==> config.mk <==
export PLATFORM = sky130hd
export DESIGN_NAME = stack_addr_unit
export DESIGN_NICKNAME = d
export VERILOG_FILES = /design/src/logic/stack_addr_pkg.sv /design/src/logic/operand_addr_gen.sv /design/src/logic/stack_addr_unit.sv
export SDC_FILE = /design/constraint.sdc
export NUM_CORES = 1
export LEC_CHECK = 0
export BUFFER_PORTS_ARGS = -buffer_cell sky130_fd_sc_hd__buf_2
export CORE_ASPECT_RATIO = 0.8
export CORE_MARGIN = 3
export CORE_UTILIZATION = 38
export CTS_CLUSTER_SIZE = 24
export DETAILED_ROUTE_END_ITERATION = 7
export PLACE_DENSITY = 0.68
export SLEW_MARGIN = 20
export SYNTH_ARGS = -nofsm -noshare
export SYNTH_HDL_FRONTEND = slang
export SYNTH_SLANG_ARGS = --single-unit
==> constraint.sdc <==
create_clock -name clk -period 3.38 [get_ports clk]
set_input_delay 0.676 -clock clk [delete_from_list [all_inputs] [get_ports clk]]
set_output_delay 0.676 -clock clk [all_outputs]
set_load 0.02 [all_outputs]
==> src/logic/stack_addr_pkg.sv <==
// Purpose: shared constants and types for stack and operand addressing
// Assumes: 8-bit register file, 16-bit memory address bus
// Notes: none
package stack_addr_pkg;
  // ==========================================================
  // register map
  localparam logic [7:0] STACK_TOP_POINTER_ADDR = 8'hD9;
  localparam logic [7:0] WORK_BASE = 8'hC0;
  localparam logic [7:0] GP_TOP = 8'hB7;
  localparam logic [7:0] FLAGS_ADDR = 8'hD5;
  // ==========================================================
  // operations and modes
  typedef enum logic [3:0] {
    OP_NONE = 4'h0,
    OP_PUSH = 4'h1,
    OP_POP = 4'h2,
    OP_CALL = 4'h3,
    OP_RET = 4'h4,
    OP_INT = 4'h5,
    OP_INTERRUPT_EXIT_INSTRUCTION = 4'h6,
    OP_JUMP = 4'h7,
    OP_BRANCH = 4'h8
  } stack_op_e;
  typedef enum logic [2:0] {
    AM_REG = 3'h0,
    AM_WORK = 3'h1,
    AM_POINTER = 3'h2,
    AM_INDEX_RF = 3'h3,
    AM_INDEX_MEM = 3'h4,
    AM_DIRECT = 3'h5,
    AM_LITERAL = 3'h6
  } addr_mode_e;
  typedef enum logic [1:0] {
    INS_GENERAL_MOVE = 2'h0,
    INS_PROGRAM_MEMORY_LOAD = 2'h1,
    INS_EXTERNAL_DATA_LOAD = 2'h2,
    INS_OTHER = 2'h3
  } ins_class_e;
  typedef struct packed {
    addr_mode_e mode;
    ins_class_e ins;
    logic working;
    logic long_offset;
    logic [7:0] reg_field;
    logic [15:0] imm;
  } operand_req_s;
  typedef struct packed {
    logic rf_valid;
    logic [7:0] rf_addr;
    logic mem_valid;
    logic [15:0] mem_addr;
    logic lit_valid;
    logic [7:0] lit;
    logic illegal;
  } operand_res_s;
  // stack sequencer states, one-hot
  typedef enum logic [6:0] {
    ST_IDLE = 7'h01,
    ST_PUSH_LO = 7'h02,
    ST_PUSH_HI = 7'h04,
    ST_PUSH_FL = 7'h08,
    ST_POP_FL = 7'h10,
    ST_POP_HI = 7'h20,
    ST_POP_LO = 7'h40
  } stack_state_e;
endpackage : stack_addr_pkg

==> src/logic/operand_addr_gen.sv <==
// Purpose: effective address forming for operand addressing modes
// Assumes: register reads of bases arrive from the register file
// Notes: purely combinational
`timescale 1ns/1ps
`default_nettype none
module operand_addr_gen (
  input wire stack_addr_pkg::operand_req_s req,
  input wire logic [7:0] work_byte,
  input wire logic [15:0] work_pair,
  input wire logic [7:0] reg_byte,
  input wire logic [15:0] reg_pair,
  output stack_addr_pkg::operand_res_s res
);
  // ==========================================================
  // address forming
  logic [15:0] disp;
  logic [7:0] work_addr;
  always_comb begin
    res = '0;
    disp = req.long_offset ? req.imm : {{8{req.imm[7]}}, req.imm[7:0]};
    work_addr = stack_addr_pkg::WORK_BASE | {4'h0, req.reg_field[3:0]};
    case (req.mode)
      stack_addr_pkg::AM_REG: begin
        res.rf_valid = 1'b1;
        res.rf_addr = req.reg_field;
      end
      stack_addr_pkg::AM_WORK: begin
        res.rf_valid = 1'b1;
        res.rf_addr = work_addr;
      end
      stack_addr_pkg::AM_POINTER: begin
        if (req.ins == stack_addr_pkg::INS_GENERAL_MOVE) begin
          res.rf_valid = 1'b1;
          res.rf_addr = req.working ? work_byte : reg_byte;
        end else begin
          res.mem_valid = 1'b1;
          res.mem_addr = req.working ? work_pair : reg_pair;
        end
      end
      stack_addr_pkg::AM_INDEX_RF: begin
        res.rf_valid = req.ins == stack_addr_pkg::INS_GENERAL_MOVE;
        res.illegal = req.ins != stack_addr_pkg::INS_GENERAL_MOVE;
        res.rf_addr = req.imm[7:0] + work_byte;
      end
      stack_addr_pkg::AM_INDEX_MEM: begin
        res.mem_valid = (req.ins == stack_addr_pkg::INS_PROGRAM_MEMORY_LOAD) ||
          (req.ins == stack_addr_pkg::INS_EXTERNAL_DATA_LOAD);
        res.illegal = !res.mem_valid;
        res.mem_addr = work_pair + disp;
      end
      stack_addr_pkg::AM_DIRECT: begin
        res.mem_valid = 1'b1;
        res.mem_addr = req.imm;
      end
      stack_addr_pkg::AM_LITERAL: begin
        res.lit_valid = 1'b1;
        res.lit = req.imm[7:0];
      end
      default: res.illegal = 1'b1;
    endcase
  end
endmodule : operand_addr_gen
`default_nettype wire

==> src/logic/stack_addr_unit.sv <==
// Function
// - call saves pc, return restores it
// - interrupt pushes pc and flags, interrupt_exit_instruction pops
// - predecrement on push, postincrement on pop
// - pointer addresses most recently pushed byte
// - 8-bit pointer mapped at D9H, read/write; bus writes taken only while the sequencer is idle
// - pointer reset value left undefined
// - pointer arithmetic wraps within eight bits
// - register mode reads named register
// - working mode uses 4-bit number
// - pointer mode uses register contents as address
// - indexed register file: base plus working offset
// - indexed memory: pair base plus offset
// - short offset is sign extended
// - indexing limited per load instruction class
// - direct address loads pc on jumps
// - memory loads accept direct address
// - relative displacement added to pc
// - displacement relative to following instruction
// - literal operand taken from instruction
// - pairs even address, high byte first; stack pairs land at whatever the pointer holds, with no even alignment
// - working registers map to C0H-CFH
// Purpose: stack sequencing, pc load and operand address generation
// Assumes: register file write takes effect at the clock edge
// Notes: pc_next_in is the address after the current instruction
`timescale 1ns/1ps
`default_nettype none
module stack_addr_unit (
  input wire logic clk,
  input wire logic rst,
  input wire stack_addr_pkg::stack_op_e op,
  input wire logic op_valid,
  output logic op_ready,
  input wire logic [7:0] push_data,
  input wire logic [15:0] pc_next_in,
  input wire logic [15:0] op_imm,
  input wire logic [7:0] flags_in,
  input wire logic [7:0] rf_rdata,
  input wire logic [7:0] bus_addr,
  input wire logic bus_we,
  input wire logic [7:0] bus_wdata,
  output logic [7:0] bus_rdata,
  output logic [7:0] rf_addr,
  output logic rf_we,
  output logic [7:0] rf_wdata,
  output logic pop_valid,
  output logic [7:0] pop_data,
  output logic pc_load,
  output logic [15:0] pc_value,
  output logic flags_load,
  output logic [7:0] flags_value,
  output logic [7:0] stack_top_pointer,
  input wire stack_addr_pkg::operand_req_s operand_req,
  input wire logic [7:0] work_byte,
  input wire logic [15:0] work_pair,
  input wire logic [7:0] reg_byte,
  input wire logic [15:0] reg_pair,
  output stack_addr_pkg::operand_res_s operand_res
);
  // ==========================================================
  // state
  stack_addr_pkg::stack_state_e state_q, state_d;
  logic [7:0] sp_q, sp_d;
  logic [15:0] pc_q, pc_d;
  logic [7:0] hi_q, hi_d;
  logic ret_int_q, ret_int_d;
  logic pc_load_q, pc_load_d;
  logic flags_load_q, flags_load_d;
  logic [7:0] flags_q, flags_d;
  logic pop_valid_q, pop_valid_d;
  logic [7:0] pop_data_q, pop_data_d;
  logic sp_sel;
  logic [15:0] rel_sum;

  assign sp_sel = bus_we && (bus_addr == stack_addr_pkg::STACK_TOP_POINTER_ADDR);
  assign rel_sum = pc_next_in + {{8{op_imm[7]}}, op_imm[7:0]};
  assign op_ready = state_q == stack_addr_pkg::ST_IDLE;
  assign stack_top_pointer = sp_q;
  assign bus_rdata = (bus_addr == stack_addr_pkg::STACK_TOP_POINTER_ADDR) ? sp_q : 8'h00;
  assign pc_load = pc_load_q;
  assign pc_value = pc_q;
  assign flags_load = flags_load_q;
  assign flags_value = flags_q;
  assign pop_valid = pop_valid_q;
  assign pop_data = pop_data_q;

  // ==========================================================
  // stack sequencer
  always_comb begin
    state_d = state_q;
    sp_d = sp_q;
    pc_d = pc_q;
    hi_d = hi_q;
    ret_int_d = ret_int_q;
    pc_load_d = 1'b0;
    flags_load_d = 1'b0;
    flags_d = flags_q;
    pop_valid_d = 1'b0;
    pop_data_d = pop_data_q;
    rf_we = 1'b0;
    rf_addr = sp_q;
    rf_wdata = 8'h00;
    case (state_q)
      stack_addr_pkg::ST_IDLE: begin
        if (sp_sel) begin
          sp_d = bus_wdata;
        end else if (op_valid) begin
          case (op)
            stack_addr_pkg::OP_PUSH: begin
              sp_d = sp_q - 8'h01;
              rf_addr = sp_d;
              rf_we = 1'b1;
              rf_wdata = push_data;
            end
            stack_addr_pkg::OP_POP: begin
              pop_valid_d = 1'b1;
              pop_data_d = rf_rdata;
              sp_d = sp_q + 8'h01;
            end
            stack_addr_pkg::OP_CALL: begin
              pc_d = op_imm;
              hi_d = pc_next_in[15:8];
              sp_d = sp_q - 8'h01;
              rf_addr = sp_d;
              rf_we = 1'b1;
              rf_wdata = pc_next_in[7:0];
              state_d = stack_addr_pkg::ST_PUSH_HI;
            end
            stack_addr_pkg::OP_INT: begin
              hi_d = pc_next_in[15:8];
              pc_d = pc_next_in;
              flags_d = flags_in;
              sp_d = sp_q - 8'h01;
              rf_addr = sp_d;
              rf_we = 1'b1;
              rf_wdata = pc_next_in[7:0];
              state_d = stack_addr_pkg::ST_PUSH_HI;
              ret_int_d = 1'b1;
            end
            stack_addr_pkg::OP_RET: begin
              ret_int_d = 1'b0;
              state_d = stack_addr_pkg::ST_POP_HI;
            end
            stack_addr_pkg::OP_INTERRUPT_EXIT_INSTRUCTION: begin
              ret_int_d = 1'b1;
              state_d = stack_addr_pkg::ST_POP_FL;
            end
            stack_addr_pkg::OP_JUMP: begin
              pc_d = op_imm;
              pc_load_d = 1'b1;
            end
            stack_addr_pkg::OP_BRANCH: begin
              pc_d = rel_sum;
              pc_load_d = 1'b1;
            end
            default: begin
            end
          endcase
        end
      end
      stack_addr_pkg::ST_PUSH_HI: begin
        sp_d = sp_q - 8'h01;
        rf_addr = sp_d;
        rf_we = 1'b1;
        rf_wdata = hi_q;
        if (ret_int_q) begin
          state_d = stack_addr_pkg::ST_PUSH_FL;
        end else begin
          pc_load_d = 1'b1;
          state_d = stack_addr_pkg::ST_IDLE;
        end
      end
      stack_addr_pkg::ST_PUSH_FL: begin
        sp_d = sp_q - 8'h01;
        rf_addr = sp_d;
        rf_we = 1'b1;
        rf_wdata = flags_q;
        ret_int_d = 1'b0;
        state_d = stack_addr_pkg::ST_IDLE;
      end
      stack_addr_pkg::ST_POP_FL: begin
        flags_d = rf_rdata;
        flags_load_d = 1'b1;
        sp_d = sp_q + 8'h01;
        state_d = stack_addr_pkg::ST_POP_HI;
      end
      stack_addr_pkg::ST_POP_HI: begin
        hi_d = rf_rdata;
        sp_d = sp_q + 8'h01;
        state_d = stack_addr_pkg::ST_POP_LO;
      end
      stack_addr_pkg::ST_POP_LO: begin
        pc_d = {hi_q, rf_rdata};
        pc_load_d = 1'b1;
        sp_d = sp_q + 8'h01;
        ret_int_d = 1'b0;
        state_d = stack_addr_pkg::ST_IDLE;
      end
      default: state_d = stack_addr_pkg::ST_IDLE;
    endcase
  end

  // pointer has no reset, its value is undefined after reset
  always_ff @(posedge clk) begin
    sp_q <= sp_d;
  end

  always_ff @(posedge clk or posedge rst) begin
    if (rst) begin
      state_q <= stack_addr_pkg::ST_IDLE;
      pc_q <= 16'h0000;
      hi_q <= 8'h00;
      ret_int_q <= 1'b0;
      pc_load_q <= 1'b0;
      flags_load_q <= 1'b0;
      flags_q <= 8'h00;
      pop_valid_q <= 1'b0;
      pop_data_q <= 8'h00;
    end else begin
      state_q <= state_d;
      pc_q <= pc_d;
      hi_q <= hi_d;
      ret_int_q <= ret_int_d;
      pc_load_q <= pc_load_d;
      flags_load_q <= flags_load_d;
      flags_q <= flags_d;
      pop_valid_q <= pop_valid_d;
      pop_data_q <= pop_data_d;
    end
  end

  // ==========================================================
  // operand addressing
  operand_addr_gen u_operand_addr_gen (
    .req(operand_req),
    .work_byte(work_byte),
    .work_pair(work_pair),
    .reg_byte(reg_byte),
    .reg_pair(reg_pair),
    .res(operand_res)
  );

  // ==========================================================
  // checks
  property p_push_predec;
    @(posedge clk) disable iff (rst)
      (op_ready && op_valid && !sp_sel && op == stack_addr_pkg::OP_PUSH)
      |-> rf_we && rf_addr == sp_q - 8'h01 ##1 sp_q == $past(sp_q) - 8'h01;
  endproperty
  a_push_predec: assert property (p_push_predec) else $error("push did not predecrement");

  property p_pop_postinc;
    @(posedge clk) disable iff (rst)
      (op_ready && op_valid && !sp_sel && op == stack_addr_pkg::OP_POP)
      |-> rf_addr == sp_q ##1 pop_valid && sp_q == $past(sp_q) + 8'h01;
  endproperty
  a_pop_postinc: assert property (p_pop_postinc) else $error("pop did not postincrement");

  property p_call_seq;
    @(posedge clk) disable iff (rst)
      (op_ready && op_valid && !sp_sel && op == stack_addr_pkg::OP_CALL)
      |-> ##1 (rf_we && rf_wdata == $past(pc_next_in[15:8]))
      ##1 (pc_load && pc_value == $past(op_imm, 2));
  endproperty
  a_call_seq: assert property (p_call_seq) else $error("call sequence wrong");

  property p_int_three;
    @(posedge clk) disable iff (rst)
      (op_ready && op_valid && !sp_sel && op == stack_addr_pkg::OP_INT)
      |-> rf_we ##1 rf_we ##1 (rf_we && rf_wdata == $past(flags_in, 2)) ##1 op_ready;
  endproperty
  a_int_three: assert property (p_int_three) else $error("interrupt entry wrong");

  property p_interrupt_exit_instruction_pop;
    @(posedge clk) disable iff (rst)
      (op_ready && op_valid && !sp_sel && op == stack_addr_pkg::OP_INTERRUPT_EXIT_INSTRUCTION)
      |-> ##1 !op_ready
      ##1 (flags_load && !op_ready && flags_value == $past(rf_rdata))
      ##1 !op_ready
      ##1 (pc_load && op_ready && sp_q == $past(sp_q, 4) + 8'h03);
  endproperty
  a_interrupt_exit_instruction_pop: assert property (p_interrupt_exit_instruction_pop) else $error("interrupt exit wrong");

  property p_wrap;
    @(posedge clk) disable iff (rst)
      (op_ready && op_valid && !sp_sel && op == stack_addr_pkg::OP_PUSH && sp_q == 8'h00)
      |=> sp_q == 8'hFF;
  endproperty
  a_wrap: assert property (p_wrap) else $error("pointer did not wrap");

  property p_branch;
    @(posedge clk) disable iff (rst)
      (op_ready && op_valid && !sp_sel && op == stack_addr_pkg::OP_BRANCH)
      |=> pc_load && pc_value == $past(pc_next_in) + {{8{$past(op_imm[7])}}, $past(op_imm[7:0])};
  endproperty
  a_branch: assert property (p_branch) else $error("branch target wrong");

  property p_sp_write;
    @(posedge clk) disable iff (rst)
      (op_ready && sp_sel) |=> stack_top_pointer == $past(bus_wdata)
      && (bus_rdata == $past(bus_wdata) || bus_addr != stack_addr_pkg::STACK_TOP_POINTER_ADDR);
  endproperty
  a_sp_write: assert property (p_sp_write) else $error("pointer write lost");

  property p_work_map;
    @(posedge clk) disable iff (rst)
      operand_req.mode == stack_addr_pkg::AM_WORK |-> operand_res.rf_addr[7:4] == 4'hC;
  endproperty
  a_work_map: assert property (p_work_map) else $error("working register off common area");
endmodule : stack_addr_unit
`default_nettype wire

==> impl_metrics.yaml, run 1 <==
power_and_ir_drop:
  p_leak_nw: 4.168
  power.share.switching_pct: 45.10
  vdd_drop_max_mv: 0.3538
  power.share.clock_pct: 18.9
  comb_power_share_pct: 50.9
  net-switching-power_mw: 2.030
  p_int_mw: 2.471
  pwr-share-seq_pct: 30.2
  powerDensity_mw_per_mm2: 531.5
  total_power_mw: 4.500
timing:
  worst_slew_pin_slew_ns: 0.9411
  setup_viol: 0
  timing.fmax_ghz: 0.3015
  finalClockSkew_ns: 0.007464
  slew_violations: 0
  whs_ns: 0.4923
  finalHoldViolations: 0
  fin_setup_tns_ns: 0
  timing.final.crit_share_pct: 98.14
  fin_crit_ns: 3.317
  relSlewSlack_pct: 36.74
clock_tree:
  clk_pin_slew_ns: 0.06
  clock_sinks: 58
  cts_buffer_depth: 2
  numCtsBuffers: 9
  htreeDepth: 3
  cts_tree: "done"
  holdBufCountCts: 0
  root_buffer: "clkbuf_16"
  clk_latency_ns: 0.33
status:
  status: "finished with violations"
  violations: "DRC"
global_route:
  grtUsageTotal_pct: 24.38
  gr-total-overflow: 0
  grt_max_degree: 51
  antenna_found_initial: 3
  grt_pass1_vias: 6915
  grt_pass1_wl_um: 35710
worst_setup_path:
  cp_slowest_cell: "fa_2"
  cp.required_ns: 2.70
  rrSetupSlack_ns: 0.70
  crit_path_end_kind: "output pin"
  cp_common_cell: "a21oi_2"
  critPathMaxFanout: 3
  cp-start-kind: "primary input"
  crit_chain: "buf_2, ha_2, fa_2, a21oi_2, o21ai_2, a21oi_2, nand2_1, a21oi_2, xor2_1, o221ai_1, buf_4"
  crit_type: "in2out"
  max_stage_delay_ns: 0.38
  crit_arrival_ns: 2.64
final_layout:
  area_delta_synth_final_pct: 33.81
  final_cells: 1283
  nFillCells: 1563
  regArea_sq_mm: 0.001494
  final_layout_size_suffix_gt1_share_pct: 35.37
  multi_input_area_sq_mm: 0.004673
  nNetsFinal: 1265
detailed_routing:
  viasPerCell: 5.653
  dr.pass1.iters: 8
  wl_per_cell_um: 17.99
  num_vias: 7253
  drt_iter0_drc: 592
  wl_um: 23090
  drtAntennaViolNets: 0
  drc: 4
flow_run:
  maxCapViolCount: 0
place:
  numPortBuffers: 263
  dpl.hpwl_um: 18550
  dp_cells: 1262
  gp_congestion: 0.9310
floorplan:
  core_sq_mm: 0.01606
  die_area_sq_mm: 0.01825
  num_rows: 41
  io_pins: 264
  die_y_um: 121.4
  die_x_um: 150.3
  start_util_pct: 39.41
synthesis:
  synthArstFlopShare_pct: 86.21
  synth_area_per_cell_sq_um: 8.071
  synth_enable_flop_cells: 8
  synth_area_sq_mm: 0.006327
  synth_seq_cells: 58
  synth_flop_cell: "dfrtp_1"
  synthCells: 784
  synth_warnings: 0
  yosysUniqueCellTypes: 74
  yosysSeqAreaShare_pct: 23.59
  syn_nets: 988
hold_path:
  hold_path_class: "in2async"
==> power by group through the flow <==
stage	Sequential, mW	Combinational, mW	Clock, mW
after global placement	1.35	2.21	0
after CTS	1.35	2.25	0.862
after global routing	1.40	2.47	0.898
final	1.36	2.29	0.851
after detailed placement	1.35	2.24	0
after floorplan	1.52	1.25	0
==> cell families (layout without fill, tap and decap cells) <==
family | count (synthesis) | count (layout) | synth area share, %
AO/OA/AOI/OAI | 262 | 262 | 27.01
XOR/XNOR | 49 | 49 | 6.783
adder cells (fa/ha/maj) | 45 | 45 | 9.254
buffers and inverters | 62 | 344 | 4.271
flip-flops | 58 | 58 | 23.59
multiplexers | 55 | 55 | 8.859
other | 0 | 2 | 0
AND/OR/NAND/NOR | 253 | 253 | 20.23
==> registers in the layout (all words and copies together), names as in the netlist, 6 cells and up <==
register and count:
flags_value 8, hi_q 8, pc_value 16, pop_data 8, stack_top_pointer 8, state_q 6
==> per-layer routing <==
metal	GRT usage, %	part of all wire [%]
met3	4.033	7.5
met5	0	0.048
met1	33.08	44
met4	6.857	2.1
met2	40.10	47
==> path summary, 6_finish.rpt <==
check                                    start               to  cells after the start
worst min-delay path                       rst      pop_data[4]                      2
min in group clk                   pop_data[0]      pop_data[0]                      1
max in group asynchronous                  rst       state_q[4]                      2
worst min register to register     pop_data[0]      pop_data[0]                      1
worst max-delay path            operand_req[0]  operand_res[20]                     11
worst max register to register      state_q[4]     pc_value[13]                      8
==> critical path, delay by kind of cell <==
family,cells,cell delay [ns]
AO/OA/AOI/OAI,5,0.81
buffers and inverters,2,0.30
adder cells (fa/ha/maj),2,0.59
XOR/XNOR,1,0.16
AND/OR/NAND/NOR,1,0.09
==> per-stage QoR <==
stage / cell area [sq um] / setup slack [ns] / utilization (%)
final: 8467 / 0.06299 / 52.73
after global routing: 8467 / -0.01481 / 52.73
after CTS: 8353 / 0.003544 / 52.02
after detailed placement: 8051 / -0.1142 / 50.14
after global placement: 8051 / -0.1009 / 50.14
after floorplan: 6340 / 0.005558 / -
==> synthesized netlist by cell type (4+ instances only) <==
cell type | number | share of area [%]
o21ai_0 | 69 | 5.5
nand2_1 | 108 | 6.4
nor2_1 | 49 | 2.9
mux2_2 | 8 | 1.4
and2_1 | 9 | 0.89
a22oi_1 | 11 | 1.3
o21bai_1 | 6 | 0.71
inv_1 | 19 | 1.1
buf_1 | 4 | 0.24
nand4b_1 | 4 | 0.55
nand4_1 | 5 | 0.49
nor3_1 | 9 | 0.71
o221a_2 | 5 | 0.89
a222oi_1 | 8 | 1.3
o31ai_1 | 5 | 0.59
a21oi_1 | 67 | 5.3
dfrtp_1 | 49 | 19
o21a_1 | 6 | 0.71
mux2i_1 | 47 | 7.4
nor2b_1 | 5 | 0.49
xor2_1 | 23 | 3.2
nand3_1 | 6 | 0.47
nand2b_1 | 14 | 1.4
o22ai_1 | 11 | 1.1
a31oi_1 | 6 | 0.59
a211oi_1 | 4 | 0.47
a221oi_1 | 10 | 1.4
ha_1 | 42 | 8.3
or3_1 | 5 | 0.49
clkbuf_1 | 25 | 1.5
edfxtp_1 | 8 | 3.8
o221ai_1 | 12 | 1.7
and3_1 | 13 | 1.3
a21o_1 | 12 | 1.4
buf_2 | 9 | 0.71
xnor2_1 | 26 | 3.6
o211ai_1 | 5 | 0.59
a221o_1 | 7 | 1.1
==> cells in the final DEF (no fill, tap or decap), types with 9 or more instances in the layout <==
master,synthesis,layout
and3_1,13,13
o221ai_1,12,11
nor3_1,9,9
inv_1,19,18
buf_2,9,259
and2_1,9,9
a221oi_1,10,10
ha_1,42,40
nand2_1,108,108
a21o_1,12,12
clkbuf_16,0,9
mux2i_1,47,47
xor2_1,23,23
a21oi_2,1,12
a21oi_1,67,56
xnor2_1,26,26
o22ai_1,11,11
dfrtp_1,49,48
buf_4,1,48
o21ai_0,69,62
a22oi_1,11,11
nor2_1,49,49
nand2b_1,14,13
==> layout make-up <==
class	instances	area share, %
Tap cell	215	3.177
Clock inverter	6	0.5024
Antenna cell	2	0.05911
Inverter	20	0.9014
Clock buffer	10	2.823
Sequential cell	58	17.64
Timing Repair Buffer	308	19.70
Multi-Input combinational cell	664	55.19
==> timing repair <==
action | 4_1_cts | 5_1_grt
setup endpoints to repair | 15 | 18
gates resized for setup | 7 | 25
buffers inserted | 0 | 3
pin swaps | 2 | 14
Note: power is estimated with default switching activity, not from simulation.
==> run 2: changes to the inputs <==
CORE_MARGIN = default   (was 3)
==> run 2 against run 1 <==
  * The flow now finishes without violations
  * Total power rose by 0.93%
  * Die area fell by 5.9%
  * Routed wire length fell by 0.50%
  * Flip-flop and latch count did not move
  * First-iteration DRC count fell by 7.9%
  * Register-to-register slack improved by 0.07 ns
  * Final cell count did not move
==> impl_metrics.yaml, run 2 (synthesis results as in run 1) <==
status:
  status: "finished clean"
clock_tree:
  root_buffer: "clkbuf_16"
  cts_buffer_depth: 2
  cts_tree: "done"
  clk_latency_ns: 0.33
  clock_sinks: 58
  htreeDepth: 3
  clk_pin_slew_ns: 0.05
  holdBufCountCts: 0
  numCtsBuffers: 9
detailed_routing:
  num_vias: 7303
  drc: 0
  drt_iter0_drc: 545
  viasPerCell: 5.692
  dr.pass1.iters: 5
  drtAntennaViolNets: 0
  wl_per_cell_um: 17.90
  wl_um: 22970
worst_setup_path:
  critPathMaxFanout: 6
  path_buf_inv: 3
  crit_path_end_kind: "output pin"
  crit_type: "in2out"
  worstReg2RegEnd: "stack_top_pointer[5]"
  rrSetupSlack_ns: 0.77
  rr_startpoint: "state_q[5]"
  worstRegToRegCells: 7
  crit_arrival_ns: 2.60
  cp_slowest_cell: "o31ai_2"
  max_stage_delay_ns: 0.32
  crit_chain: "buf_4, ha_1, a21o_1, nand4_1, a21oi_2, o31ai_2, buf_4, o21bai_1, xnor2_1, o221ai_2, buf_4"
  cp-start-kind: "primary input"
  cp_common_cell: "buf_4"
  crit_family: "compound AO/OA/AOI/OAI gates"
  cp.required_ns: 2.70
timing:
  timing.fmax_ghz: 0.3054
  grt_setup_unrepaired: "false"
  finalHoldViolations: 0
  fin_crit_ns: 3.274
  setup_viol: 0
  relSlewSlack_pct: 33.79
  finalClockSkew_ns: 0.008412
  setup_ws_ns: 0.1058
  slew_violations: 0
  timing.final.crit_share_pct: 96.87
  worst_slew_pin_slew_ns: 0.9849
floorplan:
  core_sq_mm: 0.01601
  die_x_um: 146.3
  die_y_um: 117.4
  io_pins: 264
  die_area_sq_mm: 0.01717
  start_util_pct: 39.53
  num_rows: 41
final_layout:
  area_delta_synth_final_pct: 34.72
  final_common_cell: "buf_2"
  final_cell_mix: "259 x buf_2, 108 x nand2_1, 62 x o21ai_0"
  nNetsFinal: 1266
  final_layout_size_suffix_gt1_share_pct: 35.33
  design_area_sq_mm: 0.008524
  nFillCells: 1571
  largest_register_ffs: 16
global_route:
  antenna_found_initial: 1
  grt_pass1_wl_um: 36140
  grt_max_degree: 27
  grtUsageTotal_pct: 26.21
  grt_pass1_vias: 6723
  gr-total-overflow: 0
hold_path:
  hold_path_class: "in2async"
place:
  gp_congestion: 0.9554
  dp_slack_ns: -0.08837
  dpl.hpwl_um: 18490
  numPortBuffers: 263
  postPlaceCellArea_sq_mm: 0.008059
power_and_ir_drop:
  p_leak_nw: 4.190
  vdd_drop_max_mv: 0.4529
  powerDensity_mw_per_mm2: 532.9
flow_run:
  maxCapViolCount: 0
[run 2: cell type report]
cell class                      count  area (sq um)  share of cell area [%]
Multi-Input combinational cell    664          4710                   55.25
Timing Repair Buffer              309          1675                   19.65
Clock buffer                       13         281.5                   3.303
Clock inverter                      3         18.77                  0.2202
Antenna cell                        1         2.502                 0.02936
Tap cell                          215         269.0                   3.156
Sequential cell                    58          1493                   17.51
Inverter                           20         75.07                  0.8807
[run 2: metal layers]
layer	wire length (um)	vias to the layer above	global-route usage (%)
met5	0	-	0
met4	313	0	6.380
met3	1900	23	4.942
met2	10680	317	42.02
met1	10070	3470	36.13
li1	-	3493	-
[run 2: through the flow]
step	util (%)	setup TNS (ns)	instances	hold slack [ns]	total power [mW]
final	53.26	0	1283	0.3671	4.543
after global routing	53.26	0	1283	0.4075	4.835
after CTS	52.28	0	1279	0.3864	4.502
after detailed placement	50.35	-0.1820	1263	0.4902	3.585
after global placement	50.35	-0.1314	1263	0.4848	3.553
after floorplan	-	0	784	0.4708	2.762
[run 2: report_power, final]
group / switching [mW] / internal, mW
clock: 0.318 / 0.579
sequential: 0.306 / 1.04
combinational: 1.37 / 0.928
[run 2: what timing repair did]
action                     4_1_cts  5_1_grt
setup endpoints to repair        6       10
pin swaps                        2       18
buffers inserted                 0        3
resized for setup                3       31
[run 2: how the worst max path moves through the flow]
stage | cells after the start | slack, ns | to | from
final | 11 | 0.11 | operand_res[23] | operand_req[1]
after global routing | 11 | 0.0007 | operand_res[34] | operand_req[0]
after global placement | 11 | -0.09 | operand_res[20] | operand_req[0]
after detailed placement | 11 | -0.09 | operand_res[20] | operand_req[0]
after CTS | 11 | 0.02 | operand_res[22] | operand_req[0]
after floorplan | 11 | 0.006 | operand_res[21] | operand_req[24]
